===== config.mk =====
export PLATFORM = sky130hd
export DESIGN_NAME = rcps_core
export DESIGN_NICKNAME = d
export VERILOG_FILES = /design/src/core/rcps_pkg.sv /design/src/core/rcps_core.sv
export VERILOG_INCLUDE_DIRS = /design/src /design/src/core
export SDC_FILE = /design/constraint.sdc
export NUM_CORES = 2
export LEC_CHECK = 0
export ABC_AREA = 1
export BUFFER_PORTS_ARGS = -buffer_cell sky130_fd_sc_hd__buf_4
export CAP_MARGIN = 20
export CORE_MARGIN = 10
export CORE_UTILIZATION = 63
export CTS_BUF_LIST = sky130_fd_sc_hd__clkbuf_8 sky130_fd_sc_hd__clkbuf_16
export CTS_CLUSTER_DIAMETER = 150
export DETAILED_ROUTE_END_ITERATION = 8
export PLACE_DENSITY = 0.81
export SLEW_MARGIN = 15
export SYNTH_ARGS = -nofsm -noshare
export SYNTH_HDL_FRONTEND = slang
export SYNTH_SLANG_ARGS = --single-unit

===== constraint.sdc =====
create_clock -name mclk -period 26.6 [get_ports mclk]
set_clock_uncertainty 0.1 [all_clocks]
set_input_delay 6.65 -clock mclk [delete_from_list [all_inputs] [get_ports mclk]]
set_output_delay 6.65 -clock mclk [all_outputs]
set_load 0.01 [all_outputs]

===== src/core/rcps_cfg.svh =====
`ifndef RCPS_CFG_SVH
`define RCPS_CFG_SVH

// Register byte addresses
`define RCPS_A_CTRL     8'h00
`define RCPS_A_EDIT     8'h04
`define RCPS_A_STATUS   8'h08
`define RCPS_A_RAW_HI   8'h0C
`define RCPS_A_RAW_LO   8'h10
`define RCPS_A_MAIN     8'h14
`define RCPS_A_CODES    8'h18
`define RCPS_A_UPPER    8'h1C
`define RCPS_A_LOWER    8'h20
`define RCPS_A_OFFSET   8'h24
`define RCPS_A_RATIO    8'h28
`define RCPS_A_FSCALE   8'h2C

// Control register bit positions
`define RCPS_CTRL_CLR   0
`define RCPS_CTRL_FACT  1

// Value limits
`define RCPS_LIM_MAX    21'sh0F423F
`define RCPS_POS_MIN    20'h00001
`define RCPS_POS_MAX    20'hF423F
`define RCPS_MILLION    40'sh00000F4240

// Weighting units per divider code
`define RCPS_UNIT_DIV1  32'sh000F4240
`define RCPS_UNIT_DIV2  32'sh00989680
`define RCPS_UNIT_DIV3  32'sh05F5E100
`define RCPS_UNIT_DIV4  32'sh3B9ACA00

// Factory defaults
`define RCPS_DEF_UPPER  21'sh0F423F
`define RCPS_DEF_LOWER  21'sh000000
`define RCPS_DEF_OFFSET 21'sh0186A0
`define RCPS_DEF_RATIO  20'h186A0
`define RCPS_DEF_FSCALE 20'hF423F
`define RCPS_DEF_COND   2'h0
`define RCPS_DEF_LINE1  3'h0
`define RCPS_DEF_LINE2  3'h1
`define RCPS_DEF_ROFF   1'h1
`define RCPS_DEF_MULT   2'h2
`define RCPS_DEF_BAUD   2'h2
`define RCPS_DEF_BLIGHT 2'h2

// Mode codes
`define RCPS_CODE_MAX2  3'h2
`define RCPS_CODE_MAX4  3'h4
`define RCPS_MULT_X1    2'h0
`define RCPS_MULT_X2    2'h1
`define RCPS_BL_ON      2'h0
`define RCPS_BL_OFF     2'h1
`define RCPS_BL_AUTO    2'h2
`define RCPS_SUB_UPPER  3'h0
`define RCPS_SUB_LOWER  3'h1
`define RCPS_SUB_RATIO  3'h2
`define RCPS_SUB_OFFSET 3'h3

// Timing
`define RCPS_CLK_HZ     25000000
`define RCPS_BL_SECONDS 5

`endif


===== src/core/rcps_pkg.sv =====
package rcps_pkg;
`include "rcps_cfg.svh"

	typedef enum logic [4:0] {
		IT_COND, IT_UPPER, IT_LOWER, IT_OFFSET, IT_LINE1, IT_LINE2,
		IT_RATIO_EN, IT_RATIO, IT_FSCALE, IT_CAL, IT_CHAN, IT_STYPE,
		IT_MULT, IT_DIR, IT_DIV, IT_DP, IT_BCD, IT_BAUD, IT_BLIGHT
	} rcps_item_type;

	typedef struct packed {
		logic [7:0]  addr;
		logic [31:0] wdata;
		logic        wr;
		logic        rd;
	} rcps_bus_type;

	typedef struct packed {
		logic phase_a_input_p;
		logic phase_b_or_updown_input_p;
		logic phase_a_input_d;
		logic phase_b_or_updown_input_d;
		logic key_menu;
		logic key_next;
		logic key_other;
	} rcps_pins_type;

	typedef struct packed {
		logic [1:0]         cond;
		logic signed [20:0] offset;
		logic [2:0]         line1;
		logic [2:0]         line2;
		logic               ratio_off;
		logic [19:0]        ratio;
		logic [19:0]        fscale;
		logic [1:0]         cal;
		logic               chan;
		logic               stype;
		logic [1:0]         mult;
		logic               dir;
		logic [1:0]         div;
		logic [1:0]         dp;
		logic               bcd_pol;
		logic [1:0]         baud;
		logic [1:0]         blight;
	} rcps_param_type;

	// Factory settings of the scalar items
	function automatic rcps_param_type rcps_defaults();
		rcps_param_type p;
		p = '0;
		p.cond = `RCPS_DEF_COND;
		p.offset = `RCPS_DEF_OFFSET;
		p.line1 = `RCPS_DEF_LINE1;
		p.line2 = `RCPS_DEF_LINE2;
		p.ratio_off = `RCPS_DEF_ROFF;
		p.ratio = `RCPS_DEF_RATIO;
		p.fscale = `RCPS_DEF_FSCALE;
		p.mult = `RCPS_DEF_MULT;
		p.baud = `RCPS_DEF_BAUD;
		p.blight = `RCPS_DEF_BLIGHT;
		return p;
	endfunction
endpackage


===== src/core/rcps_core.sv =====
// The address map and the strobed register port are this design's own decisions.
`timescale 1ns/1ns
`include "rcps_cfg.svh"

// Function
// - Setup mode halts counting; next commits, steps
// - Four comparator sets, first after defaults
// - Upper limit signed six digits, default max
// - Lower limit signed six digits, default zero
// - Offset signed six digits, default 100000
// - Upper line selector codes 0-4, default 0
// - Lower line selector same codes, default 1
// - Raw count after multiplication, before weighting
// - Ratio weighting on, else weight one
// - Ratio 0.000001 to 0.999999, zero raised
// - Ratio value item skipped when weighting off
// - Full scale 1 to 999999, zero raised
// - Calibration code forces zero, plus, minus
// - Channel selects single-ended or differential input
// - Single phase: single-ended B pin gives direction
// - Multiplier codes x1, x2, x4; default x4
// - Direction code sets phase lead count sense
// - Divider codes scale by decades
// - Decimal point never alters count
// - BCD output polarity selector
// - Serial rate 2400/4800/9600, default 9600
// - Backlight on, off, or five-second auto
// - Single phase forces multiplier to x1
// - Open direction input reads low, counts up
module rcps_core #(
	parameter int unsigned BL_CYCLES = `RCPS_BL_SECONDS * `RCPS_CLK_HZ
) (
	input  wire logic                     mclk,
	input  wire logic                     nrst,
	input  wire rcps_pkg::rcps_bus_type   bus,
	input  wire rcps_pkg::rcps_pins_type  pins,
	output logic [31:0]                   rdata_q,
	output logic                          setup_q,
	output logic                          backlight_q,
	output rcps_pkg::rcps_param_type      act_q,
	output logic signed [20:0]            comp_upper_q,
	output logic signed [20:0]            comp_lower_q,
	output logic signed [20:0]            sub1_q,
	output logic signed [20:0]            sub2_q,
	output logic signed [39:0]            main_q
);

	// Clip a signed entry to the six-digit range
	function automatic logic signed [20:0] clamp6(
		input logic signed [20:0] v);
		if (v > `RCPS_LIM_MAX)
			return `RCPS_LIM_MAX;
		if (v < -`RCPS_LIM_MAX)
			return -`RCPS_LIM_MAX;
		return v;
	endfunction

	// Positive six-digit entry, zero raised to the least step
	function automatic logic [19:0] clamp_pos(
		input logic signed [20:0] v);
		if (v <= 21'sh000000)
			return `RCPS_POS_MIN;
		if (v > $signed({1'b0, `RCPS_POS_MAX}))
			return `RCPS_POS_MAX;
		return v[19:0];
	endfunction

	// Out-of-range code keeps the previous selection
	function automatic logic [2:0] pick(input logic [2:0] old_v,
		input logic [2:0] new_v, input logic [2:0] max_v);
		return (new_v > max_v) ? old_v : new_v;
	endfunction

	// Sub-display line content
	function automatic logic signed [20:0] sub_sel(
		input logic [2:0] code, input logic signed [20:0] cnt);
		case (code)
			`RCPS_SUB_UPPER: return comp_upper_q;
			`RCPS_SUB_LOWER: return comp_lower_q;
			`RCPS_SUB_RATIO: return $signed({1'b0, act_q.ratio});
			`RCPS_SUB_OFFSET: return act_q.offset;
			default: return cnt;
		endcase
	endfunction

	rcps_pkg::rcps_pins_type    s1_q, s2_q, s3_q, flt_q, prv_q, flt_d;
	rcps_pkg::rcps_item_type    item_q, item_d;
	rcps_pkg::rcps_param_type   sh_q, sh_d, act_d;
	logic signed [20:0] up_s_q [4];
	logic signed [20:0] lo_s_q [4];
	logic signed [20:0] up_a_q [4];
	logic signed [20:0] lo_a_q [4];
	logic signed [20:0] up_s_d [4];
	logic signed [20:0] lo_s_d [4];
	logic signed [20:0] up_a_d [4];
	logic signed [20:0] lo_a_d [4];
	logic signed [20:0] edit_q, edit_d, cu_d, cl_d, s1_d, s2_d;
	logic signed [39:0] raw_q, raw_d, main_d;
	logic signed [31:0] frac_q, frac_d, step, unit, sum;
	logic [31:0]        rdata_d;
	logic [26:0]        blc_q, blc_d;
	logic               setup_d, bl_d, clr_w, fact_w;
	logic               menu_ev, next_ev, any_ev;
	logic               a, b, pa, pb, a_rise, hit, up;

	// Input synchroniser; a level counts once stages two and three agree
	always_comb begin
		flt_d = (s2_q & s3_q) | (flt_q & (s2_q ^ s3_q));
		menu_ev = flt_q.key_menu & ~prv_q.key_menu;
		next_ev = flt_q.key_next & ~prv_q.key_next;
		any_ev = menu_ev | next_ev | (flt_q.key_other & ~prv_q.key_other);
	end

	always_ff @(posedge mclk or negedge nrst) begin
		if (!nrst) begin
			s1_q <= '0;
			s2_q <= '0;
			s3_q <= '0;
			flt_q <= '0;
			prv_q <= '0;
		end else begin
			s1_q <= pins;
			s2_q <= s1_q;
			s3_q <= s2_q;
			flt_q <= flt_d;
			prv_q <= flt_q;
		end
	end

	// Setup menu, edit copy and applied copy of all settings
	always_comb begin
		setup_d = setup_q;
		item_d = item_q;
		sh_d = sh_q;
		act_d = act_q;
		up_s_d = up_s_q;
		lo_s_d = lo_s_q;
		up_a_d = up_a_q;
		lo_a_d = lo_a_q;
		if (fact_w) begin
			sh_d = rcps_pkg::rcps_defaults();
			act_d = rcps_pkg::rcps_defaults();
			for (int i = 0; i < 4; i++) begin
				up_s_d[i] = `RCPS_DEF_UPPER;
				lo_s_d[i] = `RCPS_DEF_LOWER;
				up_a_d[i] = `RCPS_DEF_UPPER;
				lo_a_d[i] = `RCPS_DEF_LOWER;
			end
		end else if (menu_ev && !setup_q) begin
			setup_d = 1'b1;
			item_d = rcps_pkg::IT_COND;
			sh_d = act_q;
			up_s_d = up_a_q;
			lo_s_d = lo_a_q;
		end else if (menu_ev) begin
			setup_d = 1'b0;
			act_d = sh_q;
			up_a_d = up_s_q;
			lo_a_d = lo_s_q;
		end else if (next_ev && setup_q) begin
			item_d = rcps_pkg::rcps_item_type'(item_q + 5'h01);
			case (item_q)
				rcps_pkg::IT_COND: sh_d.cond = edit_q[1:0];
				rcps_pkg::IT_UPPER: up_s_d[sh_q.cond] = clamp6(edit_q);
				rcps_pkg::IT_LOWER: lo_s_d[sh_q.cond] = clamp6(edit_q);
				rcps_pkg::IT_OFFSET: sh_d.offset = clamp6(edit_q);
				rcps_pkg::IT_LINE1: sh_d.line1 =
					pick(sh_q.line1, edit_q[2:0], `RCPS_CODE_MAX4);
				rcps_pkg::IT_LINE2: sh_d.line2 =
					pick(sh_q.line2, edit_q[2:0], `RCPS_CODE_MAX4);
				rcps_pkg::IT_RATIO_EN: begin
					// value item only when weighting on
					sh_d.ratio_off = edit_q[0];
					item_d = edit_q[0] ? rcps_pkg::IT_FSCALE
						: rcps_pkg::IT_RATIO;
				end
				rcps_pkg::IT_RATIO: sh_d.ratio = clamp_pos(edit_q);
				rcps_pkg::IT_FSCALE: sh_d.fscale = clamp_pos(edit_q);
				rcps_pkg::IT_CAL: sh_d.cal = 2'(pick({1'b0, sh_q.cal},
					edit_q[2:0], `RCPS_CODE_MAX2));
				rcps_pkg::IT_CHAN: sh_d.chan = edit_q[0];
				rcps_pkg::IT_STYPE: sh_d.stype = edit_q[0];
				rcps_pkg::IT_MULT: sh_d.mult = 2'(pick({1'b0, sh_q.mult},
					edit_q[2:0], `RCPS_CODE_MAX2));
				rcps_pkg::IT_DIR: sh_d.dir = edit_q[0];
				rcps_pkg::IT_DIV: sh_d.div = edit_q[1:0];
				rcps_pkg::IT_DP: sh_d.dp = edit_q[1:0];
				rcps_pkg::IT_BCD: sh_d.bcd_pol = edit_q[0];
				rcps_pkg::IT_BAUD: sh_d.baud = 2'(pick({1'b0, sh_q.baud},
					edit_q[2:0], `RCPS_CODE_MAX2));
				rcps_pkg::IT_BLIGHT: begin
					sh_d.blight = 2'(pick({1'b0, sh_q.blight},
						edit_q[2:0], `RCPS_CODE_MAX2));
					item_d = rcps_pkg::IT_COND;
				end
				default: item_d = rcps_pkg::IT_COND;
			endcase
		end
		// active set drives the comparator limits
		cu_d = up_a_d[act_d.cond];
		cl_d = lo_a_d[act_d.cond];
	end

	always_ff @(posedge mclk or negedge nrst) begin
		if (!nrst) begin
			setup_q <= 1'b0;
			item_q <= rcps_pkg::IT_COND;
			sh_q <= rcps_pkg::rcps_defaults();
			act_q <= rcps_pkg::rcps_defaults();
			comp_upper_q <= `RCPS_DEF_UPPER;
			comp_lower_q <= `RCPS_DEF_LOWER;
			for (int i = 0; i < 4; i++) begin
				up_s_q[i] <= `RCPS_DEF_UPPER;
				lo_s_q[i] <= `RCPS_DEF_LOWER;
				up_a_q[i] <= `RCPS_DEF_UPPER;
				lo_a_q[i] <= `RCPS_DEF_LOWER;
			end
		end else begin
			setup_q <= setup_d;
			item_q <= item_d;
			sh_q <= sh_d;
			act_q <= act_d;
			comp_upper_q <= cu_d;
			comp_lower_q <= cl_d;
			up_s_q <= up_s_d;
			lo_s_q <= lo_s_d;
			up_a_q <= up_a_d;
			lo_a_q <= lo_a_d;
		end
	end

	// Edge decode, raw count, weighting and decade divider
	always_comb begin
		a = act_q.chan ? flt_q.phase_a_input_d : flt_q.phase_a_input_p;
		pa = act_q.chan ? prv_q.phase_a_input_d : prv_q.phase_a_input_p;
		b = act_q.chan ? flt_q.phase_b_or_updown_input_d
			: flt_q.phase_b_or_updown_input_p;
		pb = act_q.chan ? prv_q.phase_b_or_updown_input_d
			: prv_q.phase_b_or_updown_input_p;
		a_rise = a & ~pa;
		if (act_q.stype) begin
			// single phase counts one edge only
			hit = a_rise;
			up = ~flt_q.phase_b_or_updown_input_p ^ act_q.dir;
		end else begin
			case (act_q.mult)
				`RCPS_MULT_X1: hit = a_rise;
				`RCPS_MULT_X2: hit = a ^ pa;
				default: hit = (a ^ pa) | (b ^ pb);
			endcase
			up = ((a ^ pa) ? (a != b) : (a == b)) ^ act_q.dir;
		end
		step = act_q.ratio_off ? `RCPS_UNIT_DIV1
			: $signed({12'h000, act_q.ratio});
		case (act_q.div)
			2'h0: unit = `RCPS_UNIT_DIV1;
			2'h1: unit = `RCPS_UNIT_DIV2;
			2'h2: unit = `RCPS_UNIT_DIV3;
			default: unit = `RCPS_UNIT_DIV4;
		endcase
		raw_d = raw_q;
		frac_d = frac_q;
		main_d = main_q;
		sum = up ? frac_q + step : frac_q - step;
		if (clr_w) begin
			raw_d = '0;
			frac_d = '0;
			main_d = '0;
		end else if (hit && !setup_q) begin
			raw_d = up ? raw_q + 40'sh0000000001 : raw_q - 40'sh0000000001;
			frac_d = sum;
			if (sum >= unit) begin
				main_d = main_q + 40'sh0000000001;
				frac_d = sum - unit;
			end else if (sum <= -unit) begin
				main_d = main_q - 40'sh0000000001;
				frac_d = sum + unit;
			end
		end
		s1_d = sub_sel(act_q.line1, 21'(raw_q / `RCPS_MILLION));
		s2_d = sub_sel(act_q.line2, 21'(raw_q % `RCPS_MILLION));
	end

	always_ff @(posedge mclk or negedge nrst) begin
		if (!nrst) begin
			raw_q <= '0;
			frac_q <= '0;
			main_q <= '0;
			sub1_q <= '0;
			sub2_q <= '0;
		end else begin
			raw_q <= raw_d;
			frac_q <= frac_d;
			main_q <= main_d;
			sub1_q <= s1_d;
			sub2_q <= s2_d;
		end
	end

	// Backlight timer restarts on every key press
	always_comb begin
		if (any_ev)
			blc_d = 27'(BL_CYCLES);
		else
			blc_d = (blc_q != 27'h0000000) ? blc_q - 27'h0000001 : blc_q;
		case (act_q.blight)
			`RCPS_BL_ON: bl_d = 1'b1;
			`RCPS_BL_OFF: bl_d = 1'b0;
			default: bl_d = blc_d != 27'h0000000;
		endcase
	end

	always_ff @(posedge mclk or negedge nrst) begin
		if (!nrst) begin
			blc_q <= '0;
			backlight_q <= 1'b0;
		end else begin
			blc_q <= blc_d;
			backlight_q <= bl_d;
		end
	end

	// Register port; read data valid only the cycle after the strobe
	always_comb begin
		clr_w = bus.wr && bus.addr == `RCPS_A_CTRL
			&& bus.wdata[`RCPS_CTRL_CLR];
		fact_w = bus.wr && bus.addr == `RCPS_A_CTRL
			&& bus.wdata[`RCPS_CTRL_FACT];
		edit_d = (bus.wr && bus.addr == `RCPS_A_EDIT)
			? $signed(bus.wdata[20:0]) : edit_q;
		rdata_d = '0;
		if (bus.rd) begin
			case (bus.addr)
				`RCPS_A_EDIT: rdata_d = 32'(edit_q);
				`RCPS_A_STATUS: rdata_d = {26'h0000000, item_q, setup_q};
				`RCPS_A_RAW_HI: rdata_d = {24'h000000, raw_q[39:32]};
				`RCPS_A_RAW_LO: rdata_d = raw_q[31:0];
				`RCPS_A_MAIN: rdata_d = main_q[31:0];
				`RCPS_A_CODES: rdata_d = {7'h00, act_q.cond, act_q.line1,
					act_q.line2, act_q.ratio_off, act_q.cal, act_q.chan,
					act_q.stype, act_q.mult, act_q.dir, act_q.div,
					act_q.dp, act_q.bcd_pol, act_q.baud, act_q.blight};
				`RCPS_A_UPPER: rdata_d = 32'(comp_upper_q);
				`RCPS_A_LOWER: rdata_d = 32'(comp_lower_q);
				`RCPS_A_OFFSET: rdata_d = 32'(act_q.offset);
				`RCPS_A_RATIO: rdata_d = {12'h000, act_q.ratio};
				`RCPS_A_FSCALE: rdata_d = {12'h000, act_q.fscale};
				default: rdata_d = '0;
			endcase
		end
	end

	always_ff @(posedge mclk or negedge nrst) begin
		if (!nrst) begin
			edit_q <= '0;
			rdata_q <= '0;
		end else begin
			edit_q <= edit_d;
			rdata_q <= rdata_d;
		end
	end
endmodule


Yosys cells after proc, flatten, opt, wreduce, memory -nomap -nowiden
Cells that the tools add are included.
Widths: inputs -> output; s select.
{"block": "totals", "in_bits": 51, "elab_cells": 427, "out_inout_bits": 244, "ff_bits": 826}
{"block": "op_classes", "n_eq_ne": 46, "n_reduce_logical": 67, "n_lt_le_gt_ge": 10, "bitwise_logic": 23, "n_div": 2, "mux": 170, "n_addsub": 11}
{"cell": "$mux 84", "n": 16}
{"cell": "$mux 86", "n": 7}
{"cell": "$mux 21", "n": 24}
{"cell": "$pmux 32 s11", "n": 1}
{"cell": "$mux 40", "n": 7}
{"cell": "$mux 32", "n": 6}
{"cell": "$mux 20", "n": 9}
{"cell": "$bwmux 84", "n": 2}
{"cell": "$pmux 21 s4", "n": 2}
{"cell": "$pmux 30 s3", "n": 1}
{"cell": "$bmux 21 s2", "n": 2}
{"cell": "$add 40x2->40 const B", "n": 2}
{"cell": "$sub 40x2->40 const B", "n": 2}
{"cell": "$mux 1", "n": 72}
{"cell": "$reduce_bool 3->1", "n": 21}
{"cell": "$mux 27", "n": 2}
{"cell": "$reduce_bool 27->1", "n": 2}
{"cell": "$demux 21 s2", "n": 1}
{"cell": "$reduce_and 3->1", "n": 14}
{"cell": "$div 40x21->40 const B", "n": 1}
{"cell": "$eq 5x4->1 const B", "n": 8}
{"cell": "$mod 40x21->40 const B", "n": 1}
{"cell": "$add 32x21->32", "n": 1}
{"cell": "$add 32x32->32", "n": 1}
{"cell": "56 further kinds", "n": 124}

Depth between registers and ports, before layout
{"block": "depth", "word_depth": 26, "ltp_mapped": 195, "mapped_depth_nobuf": 188}

Least setup slack after synthesis
Ideal clock, no wire load.
{"block": "synth_timing", "path_type": "register -> register", "start": "register raw_q[0]", "end": "register sub1_q[10]", "path_buffers": 21, "setup_time_ps": 139, "required_ps": 26361, "path_stages_with_launch": 171, "setup_slack_ps": 7877, "synth_period_minus_slack_ps": 18723, "arrival_time_ps": 18483, "path_cell_list": "dfrtp_1 > inv_6 > ha_1 > nand2_2 > nor2_4 > nand3_2 > nand2_4 > nand2_1 > xor2_1 > clkinv_2 > nand2_2 > nand3_1 > nand3_2 > buf_6 > nand2_1 > nand2_1 > nand2_2 > inv_2 > (+135 left out) > nand2_4 > nor2_1 > nor2_1 > nand2_1 > nand3_2 > nand3_4 > buf_12 > buf_12 > inv_4 > ha_1 > inv_1 > nor2_1 > nand3_1 > nand2_1 > nand2_1 > o21ai_0 > xor2_1 > a22oi_1"}
{"block": "synth_between", "elab_chain_len": 2}
{"item": "from (decl)", "line": "rcps_core.sv:98", "rtl": "logic signed [39:0] raw_q, raw_d, main_d;"}
{"item": "from (signal assigned)", "line": "rcps_core.sv:292", "rtl": "raw_q <= raw_d;"}
{"item": "$div 40x21->40 (no line)"}
{"item": "$pmux 21 s4", "line": "rcps_core.sv:77", "rtl": "case (code)"}
{"item": "via s1_d[10]", "line": "rcps_core.sv:97", "rtl": "logic signed [20:0] edit_q, edit_d, cu_d, cl_d, s1_d, s2_d;"}
{"item": "to (signal assigned)", "line": "rcps_core.sv:289", "rtl": "sub1_q <= '0;"}
{"item": "to (signal assigned)", "line": "rcps_core.sv:295", "rtl": "sub1_q <= s1_d;"}
{"item": "to (decl)", "line": "rcps_core.sv:43", "rtl": "output logic signed [20:0] sub1_q,"}
The timed path passes the listed nets, and every way through them passes these cells.
A chain may end at the register's enable or synchronous reset.

Worst setup path after layout
{"block": "layout_timing", "start": "register raw_q[2]", "end": "register sub1_q[10]"}
Same word-level chain as after synthesis.

==> flow_summary.yaml <==
sta:
  setup_viol: 0
  period_minus_slack_ps: 24140
  report.final.slew_viol_count: 0
  slew_headroom: 0.162
  max_freq_mhz: 41.4
  final.period_utilization: 0.907
  fin_tns_setup_ps: 0
  worst_slack_ps: 2460
  worst_pin_slew_ps: 1250
  rsz0062_at_grt: "no"
  report.final.hold_viol_count: 0
floorplanning:
  die_h_um: 329
  core-area_sq_um: 94900
  start_util: 0.635
  die_w_um: 329
  dieArea_sq_um: 108000
  io_pins: 295
  rows: 113
cts:
  clk_path_buf_depth: 3
  root_buffer: "clkbuf_16"
  cts_buffers: 89
  tritoncts: "built"
  clkLatencyLatePin_ps: 740
  clk_pin_slew_ps: 60
  cts.sinks: 826
  htree_levels: 3
placed_design:
  dpl_worst_slack_ps: 2280
  dp_hpwl_um: 156000
  io_buffer_count: 283
  gp_congestion: 1.04
synthesis:
  netlist_instances: 7912
  async_flop_share: 1.00
  synth.avg_cell_area_sq_um: 7.61
  synth_edf_count: 0
  synth.cell_area_sq_um: 60200
  synthFlopType: "dfrtp_1"
  ys_types: 96
  ys_warn_count: 0
  synth_nets: 8160
  yosys_register_bits: 826
  yosysSeqAreaShare: 0.347
drt:
  drc: 0
  wl_per_cell_um: 22.8
  vias: 58590
  detail_route.first_pass.iterations: 9
  via_per_inst: 6.23
  wirelength_um: 215000
  drt_iter0_markers: 7351
  ant_nets: 0
flow_run:
  maxCapViolations: 0
setup_path:
  critPathKind: "reg -> reg"
  cp_common_cell: "nand2_1"
  crit_path_start_kind: "register"
  path_max_fanout: 22
  end_kind: "register"
  cp.required_ps: 27050
  cp_slowest_stage_delay_ps: 460
  crit_slowest_cell: "dfrtp_1"
  crit_arrival_ps: 24590
final_layout:
  mostFrequentLayoutCell: "nand2_1"
  drive_above_1_share: 0.188
  final_cell_mix: "nand2_1, inv_1, nor2_1"
  final_core_util: 0.696
  syn_to_final_growth_pct: 9.63
  layout.nets: 8312
grt:
  grt_first_pass_wirelength_um: 324000
  track_usage: 0.383
  antenna_found_initial: 11
  grt_pass1_vias: 55683
  grt_max_degree: 177
  grt_remaining_overflow: 0
worst_hold_path:
  hold_class: "reg -> reg"
status:
  outcome: "complete, no violations"
## sequential cells by signal, indices dropped and copies added (netlist names), 40 cells and up
| register | count |
|---|---|
| main_q | 40 |
| up_s_q | 84 |
| lo_s_q | 84 |
| sh_q | 86 |
| up_a_q | 84 |
| raw_q | 40 |
| act_q | 86 |
| lo_a_q | 84 |
## kinds of logic (layout without fill, tap and decap cells)
family,after synthesis,after routing,share of synthesized area
other,1,4,0.0000622
DFF,826,826,0.347
adders and majority gates,197,197,0.0415
AOI/OAI and AO/OA,1829,1829,0.183
xor gates and xnor gates,255,255,0.0380
buffers and inverters,1483,1711,0.105
and+or+nand+nor,3315,3316,0.285
muxes,6,6,0.00110
## per-stage QoR
stage / instances / area (sq um) / hold WS [ps]
final: 9409 / 66000 / 251
after global routing: 9406 / 66000 / 265
after CTS: 9403 / 66000 / 250
after detailed placement: 9235 / 63000 / 236
after global placement: 9235 / 63000 / 233
after floorplan: 7912 / 60200 / 231
## metal layers
layer  part of all wire  vias to the layer above  routed length [um]  global-route usage
li1                   -                    26670                   -                   -
met1               0.38                    27910               82300               0.487
met2               0.43                     3300               92100               0.572
met3               0.11                      694               24600               0.104
met4              0.072                       16               15400               0.244
met5            0.00055                        -                 117                   0
## worst max-delay path: cells and delay by family (launching register included)
kind	cells	cell delay [ps]
AOI/OAI and AO/OA	5	1170
xor gates and xnor gates	1	250
adders and majority gates	1	200
buffers and inverters	20	2530
DFF	1	460
and+or+nand+nor	135	19120
## worst paths after layout
check	start	end	slack [ps]	depth (start not counted)
worst max-delay path	raw_q[2]	sub1_q[10]	2460	162
worst min-delay path	s1_q[0]	s2_q[0]	250	0
worst max register to register	raw_q[2]	sub1_q[10]	2460	162
worst min register to register	s1_q[0]	s2_q[0]	250	0
max in group asynchronous	nrst	comp_lower_q[0]	17370	4
min in group asynchronous	nrst	frac_q[24]	5920	1
## cell type report
cell class | count | area (sq um)
clock inverters | 61 | 526
inverters | 1195 | 4660
fillers | 7828 | 28800
diodes | 3 | 7.51
repair buffers | 348 | 2690
multi-input cells | 5604 | 33200
flip-flops and latches | 826 | 20900
well taps | 1265 | 1580
clock buffers | 107 | 2470
## repair_timing
action / 4_1_cts / 5_1_grt
hold buffers: 0 / 0
endpoints found under the setup margin: 0 / 12
setup buffers: 0 / 0
endpoints found under the hold margin: 0 / 0
gates resized for setup: 0 / 2
## synthesized netlist by cell type (22+ instances only)
cell type | n | area (sq um)
buf_1 | 27 | 101
o21ai_0 | 495 | 2480
nand4_1 | 101 | 632
a221oi_1 | 34 | 298
dfstp_2 | 166 | 4360
clkbuf_1 | 215 | 807
nor2_4 | 33 | 372
a21oi_1 | 498 | 2490
o211ai_1 | 22 | 165
o21bai_1 | 27 | 203
dfrtp_1 | 660 | 16500
nor3_1 | 75 | 375
nand3_2 | 77 | 771
nor2_2 | 42 | 263
xnor2_1 | 39 | 342
nor2_1 | 715 | 2680
nand3_1 | 414 | 2070
a22oi_1 | 193 | 1450
o32ai_1 | 45 | 394
inv_1 | 1063 | 3990
nor4_1 | 31 | 194
o22ai_1 | 343 | 2150
nand2_2 | 264 | 1650
inv_2 | 81 | 304
nand2_4 | 197 | 2220
ha_1 | 192 | 2400
o21ai_1 | 33 | 165
xor2_1 | 210 | 1840
nand2_1 | 1274 | 4780
Power is not shown: default switching activity piles up to over one toggle a cycle in this logic, so the estimate is an artifact.
